### config.mk
export PLATFORM = sky130hd
export DESIGN_NAME = two_hand_type3_monitor
export DESIGN_NICKNAME = d
export VERILOG_FILES = /design/src/thc_pkg.sv /design/src/two_hand_type3_monitor.sv /design/src/pin_sync.sv /design/src/skew_timer.sv
export VERILOG_INCLUDE_DIRS = /design/src /design/src/src
export SDC_FILE = /design/constraint.sdc
export NUM_CORES = 1
export LEC_CHECK = 0
export CAP_MARGIN = 20
export CORE_MARGIN = 5
export CORE_UTILIZATION = 39
export CTS_CLUSTER_DIAMETER = 100
export DETAILED_ROUTE_END_ITERATION = 10
export DONT_BUFFER_PORTS = 1
export PLACE_DENSITY_LB_ADDON = 0.2
export SYNTH_ARGS = -nofsm -noshare
export SYNTH_HDL_FRONTEND = slang
export SYNTH_SLANG_ARGS = --single-unit
### constraint.sdc
create_clock -name sys_clk_i -period 6.14 [get_ports sys_clk_i]
set_input_delay 0.614 -clock sys_clk_i [delete_from_list [all_inputs] [get_ports sys_clk_i]]
set_output_delay 0.614 -clock sys_clk_i [all_outputs]
set_load 0.005 [all_outputs]
### src/thc_regs.svh
// Register map, field positions, diagnostic codes and timing counts of the two-hand monitor
// Function
// - A low activate bit sends the monitor to idle from any state, ahead of every other transition.
// - Each button input is one boolean, low meaning released and high meaning pressed, low by default.
// - The safe output goes high only after both buttons came on in the right order within 500 ms with no error.
// - Once the safe output has dropped, both buttons must be released before it may rise again.
// - A button already pressed when the monitor is activated is an illegal input and leads to an error state.
// - A skew of more than 500 ms between the two buttons coming on leads to an error state.
// - In every error state the safe output is held low.
// - An error clears only when both buttons are released at the same time; the code clears it once both read released, in either order.
// - Activation errors report C001 for button one only, C002 for button two only, C003 for both, with ready and error high and output low.
// - The 16-bit diagnostic code resets to zero and ready, error and safe output all reset low.
// - In idle the code is 0000 with ready, error and safe output all low.
// - After a wrong press order without a fault the code is 8019, ready high, error low, output low, waiting for release.
// - Skew expiry with only button two, only button one, or both on reports C004, C005 or C006 with error high.
`ifndef THC_REGS_SVH
`define THC_REGS_SVH

`define CTRL_OFFSET 4'h0
`define STATUS_OFFSET 4'h4
`define IRQ_STAT_OFFSET 4'h8
`define IRQ_MASK_OFFSET 4'hC

`define CTRL_ACTIVATE_BIT 0
`define STATUS_READY_BIT 0
`define STATUS_ERROR_BIT 1
`define STATUS_OUT_BIT 2
`define STATUS_CODE_LSB 16
`define IRQ_OUT_ON_BIT 0
`define IRQ_OUT_OFF_BIT 1
`define IRQ_ERROR_BIT 2
`define IRQ_WIDTH 3
`define IRQ_RESET 3'h0

`define CODE_IDLE 16'h0000
`define CODE_INIT 16'h8001
`define CODE_OUT_ON 16'h8000
`define CODE_BOTH_OFF 16'h8004
`define CODE_B1_ON 16'h8005
`define CODE_B2_ON 16'h8006
`define CODE_REL_B2 16'h8007
`define CODE_REL_B1 16'h8008
`define CODE_LOCKED_OFF 16'h8009
`define CODE_LOCKED_ON 16'h8019
`define CODE_ACT_B1 16'hC001
`define CODE_ACT_B2 16'hC002
`define CODE_ACT_BOTH 16'hC003
`define CODE_SKEW_B2 16'hC004
`define CODE_SKEW_B1 16'hC005
`define CODE_SKEW_BOTH 16'hC006

`define CLK_PERIOD_NS 20
`define SKEW_TIME_MS 500
`define SKEW_CYCLES ((`SKEW_TIME_MS * 1000000) / `CLK_PERIOD_NS)

`endif

### src/thc_pkg.sv
// Types shared by the two-hand monitor files
package thc_pkg;

  typedef enum logic [3:0] {
    st_idle = 4'h0,
    st_init = 4'h1,
    st_both_off = 4'h2,
    st_b1_on = 4'h3,
    st_b2_on = 4'h4,
    st_out_on = 4'h5,
    st_rel_b2 = 4'h6,
    st_rel_b1 = 4'h7,
    st_locked_off = 4'h8,
    st_locked_on = 4'h9,
    st_err_act_b1 = 4'hA,
    st_err_act_b2 = 4'hB,
    st_err_act_both = 4'hC,
    st_err_skew_b2 = 4'hD,
    st_err_skew_b1 = 4'hE,
    st_err_skew_both = 4'hF
  } mon_state_t;

endpackage : thc_pkg

### src/two_hand_type3_monitor.sv
// Two-hand type III monitor with Avalon-MM register slave and interrupt
//
// Design decisions made here: the register addresses and register access over Avalon-MM.
`timescale 1ns/100ps
`include "thc_regs.svh"
module two_hand_type3_monitor #(
  parameter logic [31:0] SKEW_CYCLES = `SKEW_CYCLES
) (
  input wire logic sys_clk_i,
  input wire logic reset_i,
  input wire logic first_button_in_i,
  input wire logic second_button_in_i,
  input wire logic [3:0] avs_address_i,
  input wire logic avs_read_i,
  input wire logic avs_write_i,
  input wire logic [31:0] avs_writedata_i,
  input wire logic [3:0] avs_byteenable_i,
  output logic [31:0] avs_readdata_o,
  output logic avs_waitrequest_o,
  output logic dual_press_safe_out_o,
  output logic ready_o,
  output logic error_o,
  output logic [15:0] diagnostic_state_code_o,
  output logic irq_o
);
  import thc_pkg::*;

  thc_pkg::mon_state_t state_q;
  thc_pkg::mon_state_t state_d;
  logic [1:0] buttons_s;
  logic b1;
  logic b2;
  logic expired;
  logic act_q;
  logic act_d;
  logic wait_q;
  logic [31:0] rdata_q;
  logic [31:0] rdata_d;
  logic ready_q;
  logic err_q;
  logic out_q;
  logic [15:0] diag_q;
  logic irq_q;
  logic [`IRQ_WIDTH-1:0] irq_stat_q;
  logic [`IRQ_WIDTH-1:0] irq_stat_d;
  logic [`IRQ_WIDTH-1:0] irq_mask_q;
  logic [`IRQ_WIDTH-1:0] irq_mask_d;
  logic [`IRQ_WIDTH-1:0] irq_event;
  logic [15:0] diag_d;
  logic ready_d;
  logic err_d;
  logic out_d;

  // Buttons are asynchronous pins
  pin_sync #(
    .WIDTH(2)
  ) u_sync (
    .sys_clk_i(sys_clk_i),
    .reset_i(reset_i),
    .async_i({second_button_in_i, first_button_in_i}),
    .sync_o(buttons_s)
  );

  assign b1 = buttons_s[0];
  assign b2 = buttons_s[1];

  // Window restarts on every state change, so it measures time spent in one press state
  skew_timer #(
    .LIMIT_CYCLES(SKEW_CYCLES)
  ) u_timer (
    .sys_clk_i(sys_clk_i),
    .reset_i(reset_i),
    .restart_i(state_d != state_q),
    .expired_o(expired)
  );

  // Bus decode: one wait cycle, then a single answer cycle
  wire req = avs_read_i | avs_write_i;
  wire accept = req & wait_q;
  // Writes land on the edge where the master sees waitrequest low, never earlier
  wire bus_commit = req & ~wait_q;
  wire wr_ctrl = bus_commit & avs_write_i & (avs_address_i == `CTRL_OFFSET) & avs_byteenable_i[0];
  wire wr_stat = bus_commit & avs_write_i & (avs_address_i == `IRQ_STAT_OFFSET) & avs_byteenable_i[0];
  wire wr_mask = bus_commit & avs_write_i & (avs_address_i == `IRQ_MASK_OFFSET) & avs_byteenable_i[0];

  assign act_d = wr_ctrl ? avs_writedata_i[`CTRL_ACTIVATE_BIT] : act_q;

  wire [31:0] status_word = {diag_q, 13'h0, out_q, err_q, ready_q};
  wire [31:0] sel_data =
    (avs_address_i == `CTRL_OFFSET) ? {31'h0, act_q} :
    (avs_address_i == `STATUS_OFFSET) ? status_word :
    (avs_address_i == `IRQ_STAT_OFFSET) ? {29'h0, irq_stat_q} :
    (avs_address_i == `IRQ_MASK_OFFSET) ? {29'h0, irq_mask_q} : 32'h0;
  assign rdata_d = (accept & avs_read_i) ? sel_data : 32'h0;

  // Next state; the activate check comes first
  always_comb begin
    state_d = state_q;
    if (!act_q) begin
      state_d = st_idle;
    end else begin
      case (state_q)
        st_idle: begin
          state_d = st_init;
        end
        st_init: begin
          if (b1 && b2) begin
            state_d = st_err_act_both;
          end else if (b1) begin
            state_d = st_err_act_b1;
          end else if (b2) begin
            state_d = st_err_act_b2;
          end else begin
            state_d = st_both_off;
          end
        end
        st_both_off: begin
          if (b1 && b2) begin
            state_d = st_out_on;
          end else if (b1) begin
            state_d = st_b1_on;
          end else if (b2) begin
            state_d = st_b2_on;
          end else begin
            state_d = st_both_off;
          end
        end
        st_b1_on, st_b2_on: begin
          if (!b1 && !b2) begin
            state_d = st_both_off;
          end else if (expired) begin
            if (b1 && b2) begin
              state_d = st_err_skew_both;
            end else if (b1) begin
              state_d = st_err_skew_b1;
            end else begin
              state_d = st_err_skew_b2;
            end
          end else if (b1 && b2) begin
            state_d = st_out_on;
          end else if ((state_q == st_b1_on) ? b2 : b1) begin
            // First button let go while the second went on: wrong order
            state_d = st_locked_on;
          end else begin
            state_d = state_q;
          end
        end
        st_out_on: begin
          if (b1 && b2) begin
            state_d = st_out_on;
          end else if (b1) begin
            state_d = st_rel_b2;
          end else if (b2) begin
            state_d = st_rel_b1;
          end else begin
            state_d = st_both_off;
          end
        end
        st_rel_b2, st_rel_b1, st_locked_off: begin
          if (!b1 && !b2) begin
            state_d = st_both_off;
          end else if (b1 && b2) begin
            state_d = st_locked_off;
          end else if (b1) begin
            state_d = st_rel_b2;
          end else begin
            state_d = st_rel_b1;
          end
        end
        st_locked_on, st_err_act_b1, st_err_act_b2, st_err_act_both,
        st_err_skew_b2, st_err_skew_b1, st_err_skew_both: begin
          // Errors and lock-on leave only when both hands are off
          state_d = (!b1 && !b2) ? st_both_off : state_q;
        end
        default: begin
          state_d = st_idle;
        end
      endcase
    end
  end

  function automatic logic [15:0] code_of(input thc_pkg::mon_state_t s);
    case (s)
      st_idle: code_of = `CODE_IDLE;
      st_init: code_of = `CODE_INIT;
      st_both_off: code_of = `CODE_BOTH_OFF;
      st_b1_on: code_of = `CODE_B1_ON;
      st_b2_on: code_of = `CODE_B2_ON;
      st_out_on: code_of = `CODE_OUT_ON;
      st_rel_b2: code_of = `CODE_REL_B2;
      st_rel_b1: code_of = `CODE_REL_B1;
      st_locked_off: code_of = `CODE_LOCKED_OFF;
      st_locked_on: code_of = `CODE_LOCKED_ON;
      st_err_act_b1: code_of = `CODE_ACT_B1;
      st_err_act_b2: code_of = `CODE_ACT_B2;
      st_err_act_both: code_of = `CODE_ACT_BOTH;
      st_err_skew_b2: code_of = `CODE_SKEW_B2;
      st_err_skew_b1: code_of = `CODE_SKEW_B1;
      st_err_skew_both: code_of = `CODE_SKEW_BOTH;
      default: code_of = `CODE_IDLE;
    endcase
  endfunction : code_of

  // Outputs follow the next state so they stand in step with state_q
  assign diag_d = code_of(state_d);
  assign ready_d = (state_d != st_idle);
  assign err_d = (diag_d[15:12] == 4'hC);
  assign out_d = (state_d == st_out_on) && !err_d;

  assign irq_event[`IRQ_OUT_ON_BIT] = out_d & ~out_q;
  assign irq_event[`IRQ_OUT_OFF_BIT] = ~out_d & out_q;
  assign irq_event[`IRQ_ERROR_BIT] = err_d & ~err_q;
  // A new event wins over a write-one-to-clear in the same cycle
  assign irq_stat_d = (irq_stat_q & ~(wr_stat ? avs_writedata_i[`IRQ_WIDTH-1:0] : `IRQ_RESET)) | irq_event;
  assign irq_mask_d = wr_mask ? avs_writedata_i[`IRQ_WIDTH-1:0] : irq_mask_q;

  always_ff @(posedge sys_clk_i) begin
    if (reset_i) begin
      state_q <= st_idle;
      act_q <= 1'b0;
      wait_q <= 1'b1;
      rdata_q <= 32'h0;
      diag_q <= `CODE_IDLE;
      ready_q <= 1'b0;
      err_q <= 1'b0;
      out_q <= 1'b0;
      irq_stat_q <= `IRQ_RESET;
      irq_mask_q <= `IRQ_RESET;
      irq_q <= 1'b0;
    end else begin
      state_q <= state_d;
      act_q <= act_d;
      wait_q <= ~accept;
      rdata_q <= rdata_d;
      diag_q <= diag_d;
      ready_q <= ready_d;
      err_q <= err_d;
      out_q <= out_d;
      irq_stat_q <= irq_stat_d;
      irq_mask_q <= irq_mask_d;
      irq_q <= |(irq_stat_d & irq_mask_d);
    end
  end

  assign avs_readdata_o = rdata_q;
  assign avs_waitrequest_o = wait_q;
  assign dual_press_safe_out_o = out_q;
  assign ready_o = ready_q;
  assign error_o = err_q;
  assign diagnostic_state_code_o = diag_q;
  assign irq_o = irq_q;
endmodule : two_hand_type3_monitor

### src/pin_sync.sv
// Two-flop synchroniser for a group of asynchronous pin levels
`timescale 1ns/100ps
module pin_sync #(
  parameter int WIDTH = 2
) (
  input wire logic sys_clk_i,
  input wire logic reset_i,
  input wire logic [WIDTH-1:0] async_i,
  output logic [WIDTH-1:0] sync_o
);
  genvar g;
  generate
    for (g = 0; g < WIDTH; g++) begin : g_bit
      logic meta_q;
      logic stable_q;
      // Released buttons are the safe default, so both stages reset low
      always_ff @(posedge sys_clk_i) begin
        if (reset_i) begin
          meta_q <= 1'b0;
          stable_q <= 1'b0;
        end else begin
          meta_q <= async_i[g];
          stable_q <= meta_q;
        end
      end
      assign sync_o[g] = stable_q;
    end
  endgenerate
endmodule : pin_sync

### src/skew_timer.sv
// Saturating cycle counter that flags when the press skew window has run out
`timescale 1ns/100ps
module skew_timer #(
  parameter logic [31:0] LIMIT_CYCLES = 32'd25000000
) (
  input wire logic sys_clk_i,
  input wire logic reset_i,
  input wire logic restart_i,
  output logic expired_o
);
  logic [31:0] count_q;
  logic [31:0] count_d;
  wire at_limit = (count_q >= LIMIT_CYCLES);

  // Saturates so a long hold never wraps back into the window
  assign count_d = restart_i ? 32'h0 : (at_limit ? count_q : count_q + 32'h1);
  assign expired_o = at_limit;

  always_ff @(posedge sys_clk_i) begin
    if (reset_i) begin
      count_q <= 32'h0;
    end else begin
      count_q <= count_d;
    end
  end
endmodule : skew_timer

# ---- Yosys cells after proc, flatten, opt, wreduce, memory -nomap -nowiden
# Memories as Yosys holds them, arrays and structs flattened.
# Cells that the tools add are included.
dict set report totals {
  reg_bits 100
  romBits 112
  inputBits 46
  out_inout_bits 53
  elab_cells 111
  n_memories 1
}
# memory depth width rd rd_ports_with_merged_regs wr line_no
set memory_table {}
lappend memory_table {{(no name shown)} 16 7 1 0 0 two_hand_type3_monitor.sv:183} ;# case (s)
dict set report op_classes {
  addsub 1
  magnitude_cmp 1
  eq_ne 21
  muxes 28
  bitwise_logic 24
  n_reduce_logical 17
}
# operator count
set op_table {}
lappend op_table {{4-bit == test (second input constant)} 11}
lappend op_table {{4-bit two-way mux} 11}
lappend op_table {{32-bit by 1-bit adder with 32-bit output (second input constant)} 1}
lappend op_table {{32-bit by 25-bit greater-or-equal comparator with 1-bit output (second input constant)} 1}
lappend op_table {{32-bit two-way mux} 1}
lappend op_table {{3-bit two-way mux} 10}
lappend op_table {{4-bit one-hot mux with 7 select lines} 1}
lappend op_table {{4-bit by 3-bit == test with 1-bit output (second input constant)} 6}
lappend op_table {{1-bit bitwise AND} 13}
lappend op_table {{3-bit OR reduction} 3}
lappend op_table {{4-bit by 2-bit == test with 1-bit output (second input constant)} 2}
lappend op_table {{4-bit logical NOT} 2}
lappend op_table {{7-bit OR reduction} 1}
lappend op_table {{3-bit bitwise AND} 2}
lappend op_table {{1-bit NOT} 6}
lappend op_table {{2-bit OR reduction} 3}
lappend op_table {{5-bit OR reduction} 1}
lappend op_table {{4-bit by 1-bit == test with 1-bit output (second input constant)} 1}
lappend op_table {{2-bit two-way mux} 2}
lappend op_table {{4-bit inequality test} 1}
lappend op_table {{4-bit nonzero test} 1}
lappend op_table {{1-bit logical AND} 3}
lappend op_table {{1-bit logical NOT} 3}
lappend op_table {{1-bit two-way mux} 3}
lappend op_table {{3 further kinds} 3}

# ---- Logic depth before layout (Yosys ltp)
# An unclocked memory read counts as a cell.
dict set report depth {
  depth_word 17
  ltp_mapped 14
  depth_no_buf 13
}

# ---- Modules after synthesis
# A second synthesis with hierarchy kept.
dict set report unflattened {
  cells_unflattened 442
  area_unflattened_um2 3882.5
}
# module instances cells_per_inst area_each_um2 seq_area_each_um2
set modules_own_cells {}
lappend modules_own_cells {two_hand_type3_monitor 1 251 2205.9 640.6}
lappend modules_own_cells {skew_timer 1 181 1556.5 640.6}
lappend modules_own_cells {pin_sync 1 10 120.1 80.1}

# ---- Least setup slack after synthesis
# OpenSTA, ideal clock, no wires.
dict set report synth_path {
  kind {flip-flop to flip-flop}
  startpoint {register u_sync.g_bit[0].stable_q}
  endpoint {register diag_q[1] (netlist: diagnostic_state_code_o[1])}
  setup_time_ns 0.136
  arrival_time_ns 2.625
  t_required_ns 6.004
  setup_slack_ns 3.379
  path_stages_with_launch 14
  path_buffers 1
  synth_period_minus_slack_ns 2.761
  path_cell_list {dfxtp_1 > inv_1 > ha_1 > nor3_1 > a21oi_1 > o311ai_1 > or2_2 > o41ai_2 > or2_0 > buf_4 > ha_1 > or3_1 > a32oi_1 > nor3_1}
}
dict set report synth_between {
  elab_chain_len 8
  word_cells_on_any_way 23
  classes_between {mux: 19; reduce/logical: 3; memory: 1}
}
# item line_no
set synth_rtl {}
lappend synth_rtl {{start: declaration} pin_sync.sv:15} ;# logic stable_q;
lappend synth_rtl {{start signal: assignment} pin_sync.sv:23} ;# stable_q <= meta_q;
lappend synth_rtl {{1-bit two-way mux} two_hand_type3_monitor.sv:141} ;# end else if ((state_q == st_b1_on) ? b2 : b1) begin
lappend synth_rtl {{4-bit two-way mux} two_hand_type3_monitor.sv:141}
lappend synth_rtl {{4-bit two-way mux} two_hand_type3_monitor.sv:139} ;# end else if (b1 && b2) begin
lappend synth_rtl {{4-bit two-way mux} two_hand_type3_monitor.sv:131} ;# end else if (expired) begin
lappend synth_rtl {{4-bit two-way mux} two_hand_type3_monitor.sv:129} ;# if (!b1 && !b2) begin
lappend synth_rtl {{4-bit one-hot mux with 7 select lines (*)} two_hand_type3_monitor.sv:102} ;# case (state_q)
lappend synth_rtl {{4-bit two-way mux (*)} two_hand_type3_monitor.sv:99} ;# if (!act_q) begin
lappend synth_rtl {{memory read 16 x 7 bit (*)} -}
lappend synth_rtl {{end signal: assignment} two_hand_type3_monitor.sv:223} ;# diag_q <= `CODE_IDLE;
lappend synth_rtl {{end signal: assignment} two_hand_type3_monitor.sv:235} ;# diag_q <= diag_d;
lappend synth_rtl {{end: declaration} two_hand_type3_monitor.sv:42} ;# logic [15:0] diag_q;
# Mark *: on every way between the ends. The rest lies on a longest branch, timed or not.
# A chain may end at the register's enable or synchronous reset.

# ---- Worst setup path after layout
dict set report layout_path {
  startpoint {register u_timer.count_q[25]}
  endpoint {register diag_q[1] (netlist: diagnostic_state_code_o[1])}
}
dict set report layout_between {
  elab_chain_len 6
}
# item line_no
set layout_rtl {}
lappend layout_rtl {{start: declaration} skew_timer.sv:11} ;# logic [31:0] count_q;
lappend layout_rtl {{start signal: assignment} skew_timer.sv:23} ;# count_q <= count_d;
lappend layout_rtl {{32-bit by 25-bit greater-or-equal comparator with 1-bit output} skew_timer.sv:13} ;# wire at_limit = (count_q >= LIMIT_CYCLES);
lappend layout_rtl {{4-bit two-way mux} two_hand_type3_monitor.sv:131}
lappend layout_rtl {{4-bit two-way mux} two_hand_type3_monitor.sv:129}
lappend layout_rtl {{4-bit one-hot mux with 7 select lines} two_hand_type3_monitor.sv:102}
lappend layout_rtl {{4-bit two-way mux} two_hand_type3_monitor.sv:99}
lappend layout_rtl {{net state_d[1]} two_hand_type3_monitor.sv:29} ;# thc_pkg::mon_state_t state_d;
lappend layout_rtl {{memory read 16 x 7 bit} -}
# The timed path passes the listed nets, and every way through them passes these cells.

==> flow_metrics.tcl <==
set metrics [dict create \
    status "completed" \
    post_cts_buffers 0 \
    synth_area_um2 3834 \
    grt_max_degree 33 \
    synthTopCellsByCount "dfxtp_1, buf_4, nand2_1" \
    critPathLaunch "u_timer.count_q[25]$_SDFFE_PP0P_" \
    post-route-util_pct 41.24 \
    max_slew_margin_pct 52.79 \
    finalHoldViolations 0 \
    dp_hpwl_um 5487 \
    route.detailed.drc 0 \
    drt_iter0_markers 143 \
    synth.top_cell.area_share_pct 35.51 \
    synth.most_common_cell "dfxtp_1" \
    grt_overflow 0 \
    finalInstanceArea_um2 3994 \
    layout.cells.non_filler 563 \
    cts_max_level 3 \
    vdd_drop_max_v 0.0001027 \
    path_class "reg2reg" \
    diodes 0 \
    setup_ws_ns 2.735 \
    r2r-end "diagnostic_state_code_o[1]$_SDFF_PP0_" \
    drive_gt1_share_pct 16.74 \
    grt_pass1_vias 2620 \
    holdPathStages 1 \
    start_kind "flip-flop" \
    drtPass1Iterations 4 \
    clk_transition_reported_paths_ns 0.08 \
    synth-seq-area-share_pct 35.51 \
    tightestPinTransition_ns 0.7021 \
    dp.cells 547 \
    num_io_pins 99 \
    dieArea_um2 11910 \
    numCtsBuffers 9 \
    numClockSinks 68 \
    ys_async_sr_fraction_pct 0 \
    ys_types 76 \
    coreArea_um2 9684 \
    fin_setup_tns_ns 0 \
    synth-edff-count 0 \
    io_buffers 0 \
    syn_inst 434 \
    grt_setup_unrepaired "false" \
    grt_pass1_wl_um 12980 \
    start_util_pct 39.59 \
    clock.fmax_mhz 293.6 \
    cts_hold_buf 0 \
    synthToLayoutAreaGrowth_pct 4.178 \
    dp_slack_ns 2.745 \
    synth_flop_cell "dfxtp_1" \
    cp_max_fo 6 \
    vias 2813 \
    slew_violations 0 \
    clock_latency_ns 0.35 \
    rr_worst_depth 11 \
    drv_cap 0 \
    r2r_slack_ns 2.73 \
    cts_resized 0 \
    fin_crit_sh_pct 55.46 \
    die_h_um 109.1 \
    track_usage_pct 13.71 \
    setup_viol 0 \
    wl_per_cell_um 13.71 \
    yosysWarnings 0 \
    worstPathArrival_ns 3.61 \
    antenna_found_initial 0 \
    min_period_ns 3.405 \
    end_kind "flip-flop" \
    finalWeightedCongestion 0.8373 \
    cts.path.max_buffers 2 \
    leakage_uw 0.001436 \
    finalNetCount 483 \
    die_w_um 109.1 \
    synth_largest_area_cell "dfxtp_1" \
    cts_tree "yes" \
    power_density_nw_per_um2 222.5 \
    hold_class "in2reg" \
    ys_top_cells_by_area "dfxtp_1, buf_4, nor2_2, ha_1, xor2_1" \
    ys_ff_latch 68 \
    worstReg2RegStart "u_timer.count_q[25]$_SDFFE_PP0P_" \
    holdCritStartpoint "reset_i" \
    fp-row-count 36 \
    routed_wl_um 7716 \
    cts.root.buffer_cell "clkbuf_8" \
    holdPathEnd "irq_stat_q[1]$_SDFF_PP0_" \
    crit_required_ns 6.35 \
    place_area_um2 3769 \
    via_per_inst 4.996 \
    ant_nets 0 \
    avgSynthCellArea_um2 8.833 \
    fin_skew_ns 0.006374 \
]
==> area by class of cell <==
| type | instances | area (um^2) |
|---|---|---|
| well taps | 133 | 166.4 |
| inverters | 21 | 81.33 |
| multi-input cells | 324 | 2152 |
| fillers | 975 | 5690 |
| clock buffers | 10 | 137.6 |
| repair buffers | 1 | 7.507 |
| clock inverters | 6 | 87.58 |
| flip-flops and latches | 68 | 1361 |
==> metrics by stage <==
stage,hold WS [ns],total power (uW)
floorplan,0.4138,498.9
global placement,0.4200,484.5
detailed placement,0.4247,485.7
CTS,0.3059,902.6
global route,0.3048,925.3
finish,0.3346,888.5
==> critical path, cell delays in order, from the launching register on <==
cell and delay, ns:
dfxtp_1 0.32, nor4_1 0.38, nand2_1 0.14, a211oi_2 0.41, a21oi_1 0.14, o41ai_2 0.58, or2_0 0.38, inv_1 0.12
ha_1 0.21, or3_1 0.34, a32oi_1 0.20, nor3_1 0.06
==> report_power, final <==
group	switching [uW]	internal (uW)	leakage, uW	total [uW]
clock	174	239	0.000105	413
sequential	3.52	444	0.000549	448
combinational	19.0	8.86	0.000783	27.9
total	197	692	0.00144	888
==> logic make-up (layout without fill, tap and decap cells) <==
family	Yosys count	count (layout)	share of synthesized area, %
muxes	9	9	3.068
and+or+nand+nor	184	184	27.12
AOI/OAI and AO/OA	65	65	13.74
adders and majority gates	12	12	3.916
DFF	68	68	35.51
other	1	31	0.09782
xor gates and xnor gates	23	23	5.254
buffers and inverters	72	38	11.29
==> worst max path at each step <==
stage                                                  to  slack, ns  cells past startpoint
floorplan           diagnostic_state_code_o[1]$_SDFF_PP0_       3.38                     13
global placement    diagnostic_state_code_o[1]$_SDFF_PP0_       2.79                     11
detailed placement  diagnostic_state_code_o[1]$_SDFF_PP0_       2.75                     11
CTS                 diagnostic_state_code_o[1]$_SDFF_PP0_       2.73                     11
global route        diagnostic_state_code_o[1]$_SDFF_PP0_       2.46                     12
finish              diagnostic_state_code_o[1]$_SDFF_PP0_       2.73                     11
==> sequential cells by signal, summed over array words and instances, names as in the netlist <==
register	cells
irq_stat_q	3
act_q	1
irq_o	1
u_sync.g_bit.meta_q	2
avs_readdata_o	10
avs_waitrequest_o	1
state_q	4
diagnostic_state_code_o	6
irq_mask_q	3
dual_press_safe_out_o	1
u_timer.count_q	32
ready_o	1
error_o	1
u_sync.g_bit.stable_q	2
==> cells in the final DEF (no fill, tap or decap), types with 13 or more instances in the layout <==
cell type | Yosys | layout
dfxtp_1 | 68 | 68
conb_1 | 1 | 31
nand2_1 | 30 | 30
nor2_2 | 29 | 29
nor2_1 | 28 | 28
inv_1 | 20 | 20
xor2_1 | 17 | 17
nand3_1 | 13 | 13
nor3_1 | 13 | 13
==> per-layer routing <==
layer | GRT usage, % | vias to the layer above | part of all wire [%]
met1 | 18.83 | 1312 | 49
met3 | 3.967 | 7 | 6.6
met5 | 0 | - | 0
met2 | 20.39 | 80 | 43
met4 | 4.869 | 0 | 1.4
li1 | - | 1414 | -
Note: power is estimated with default switching activity, not from simulation.
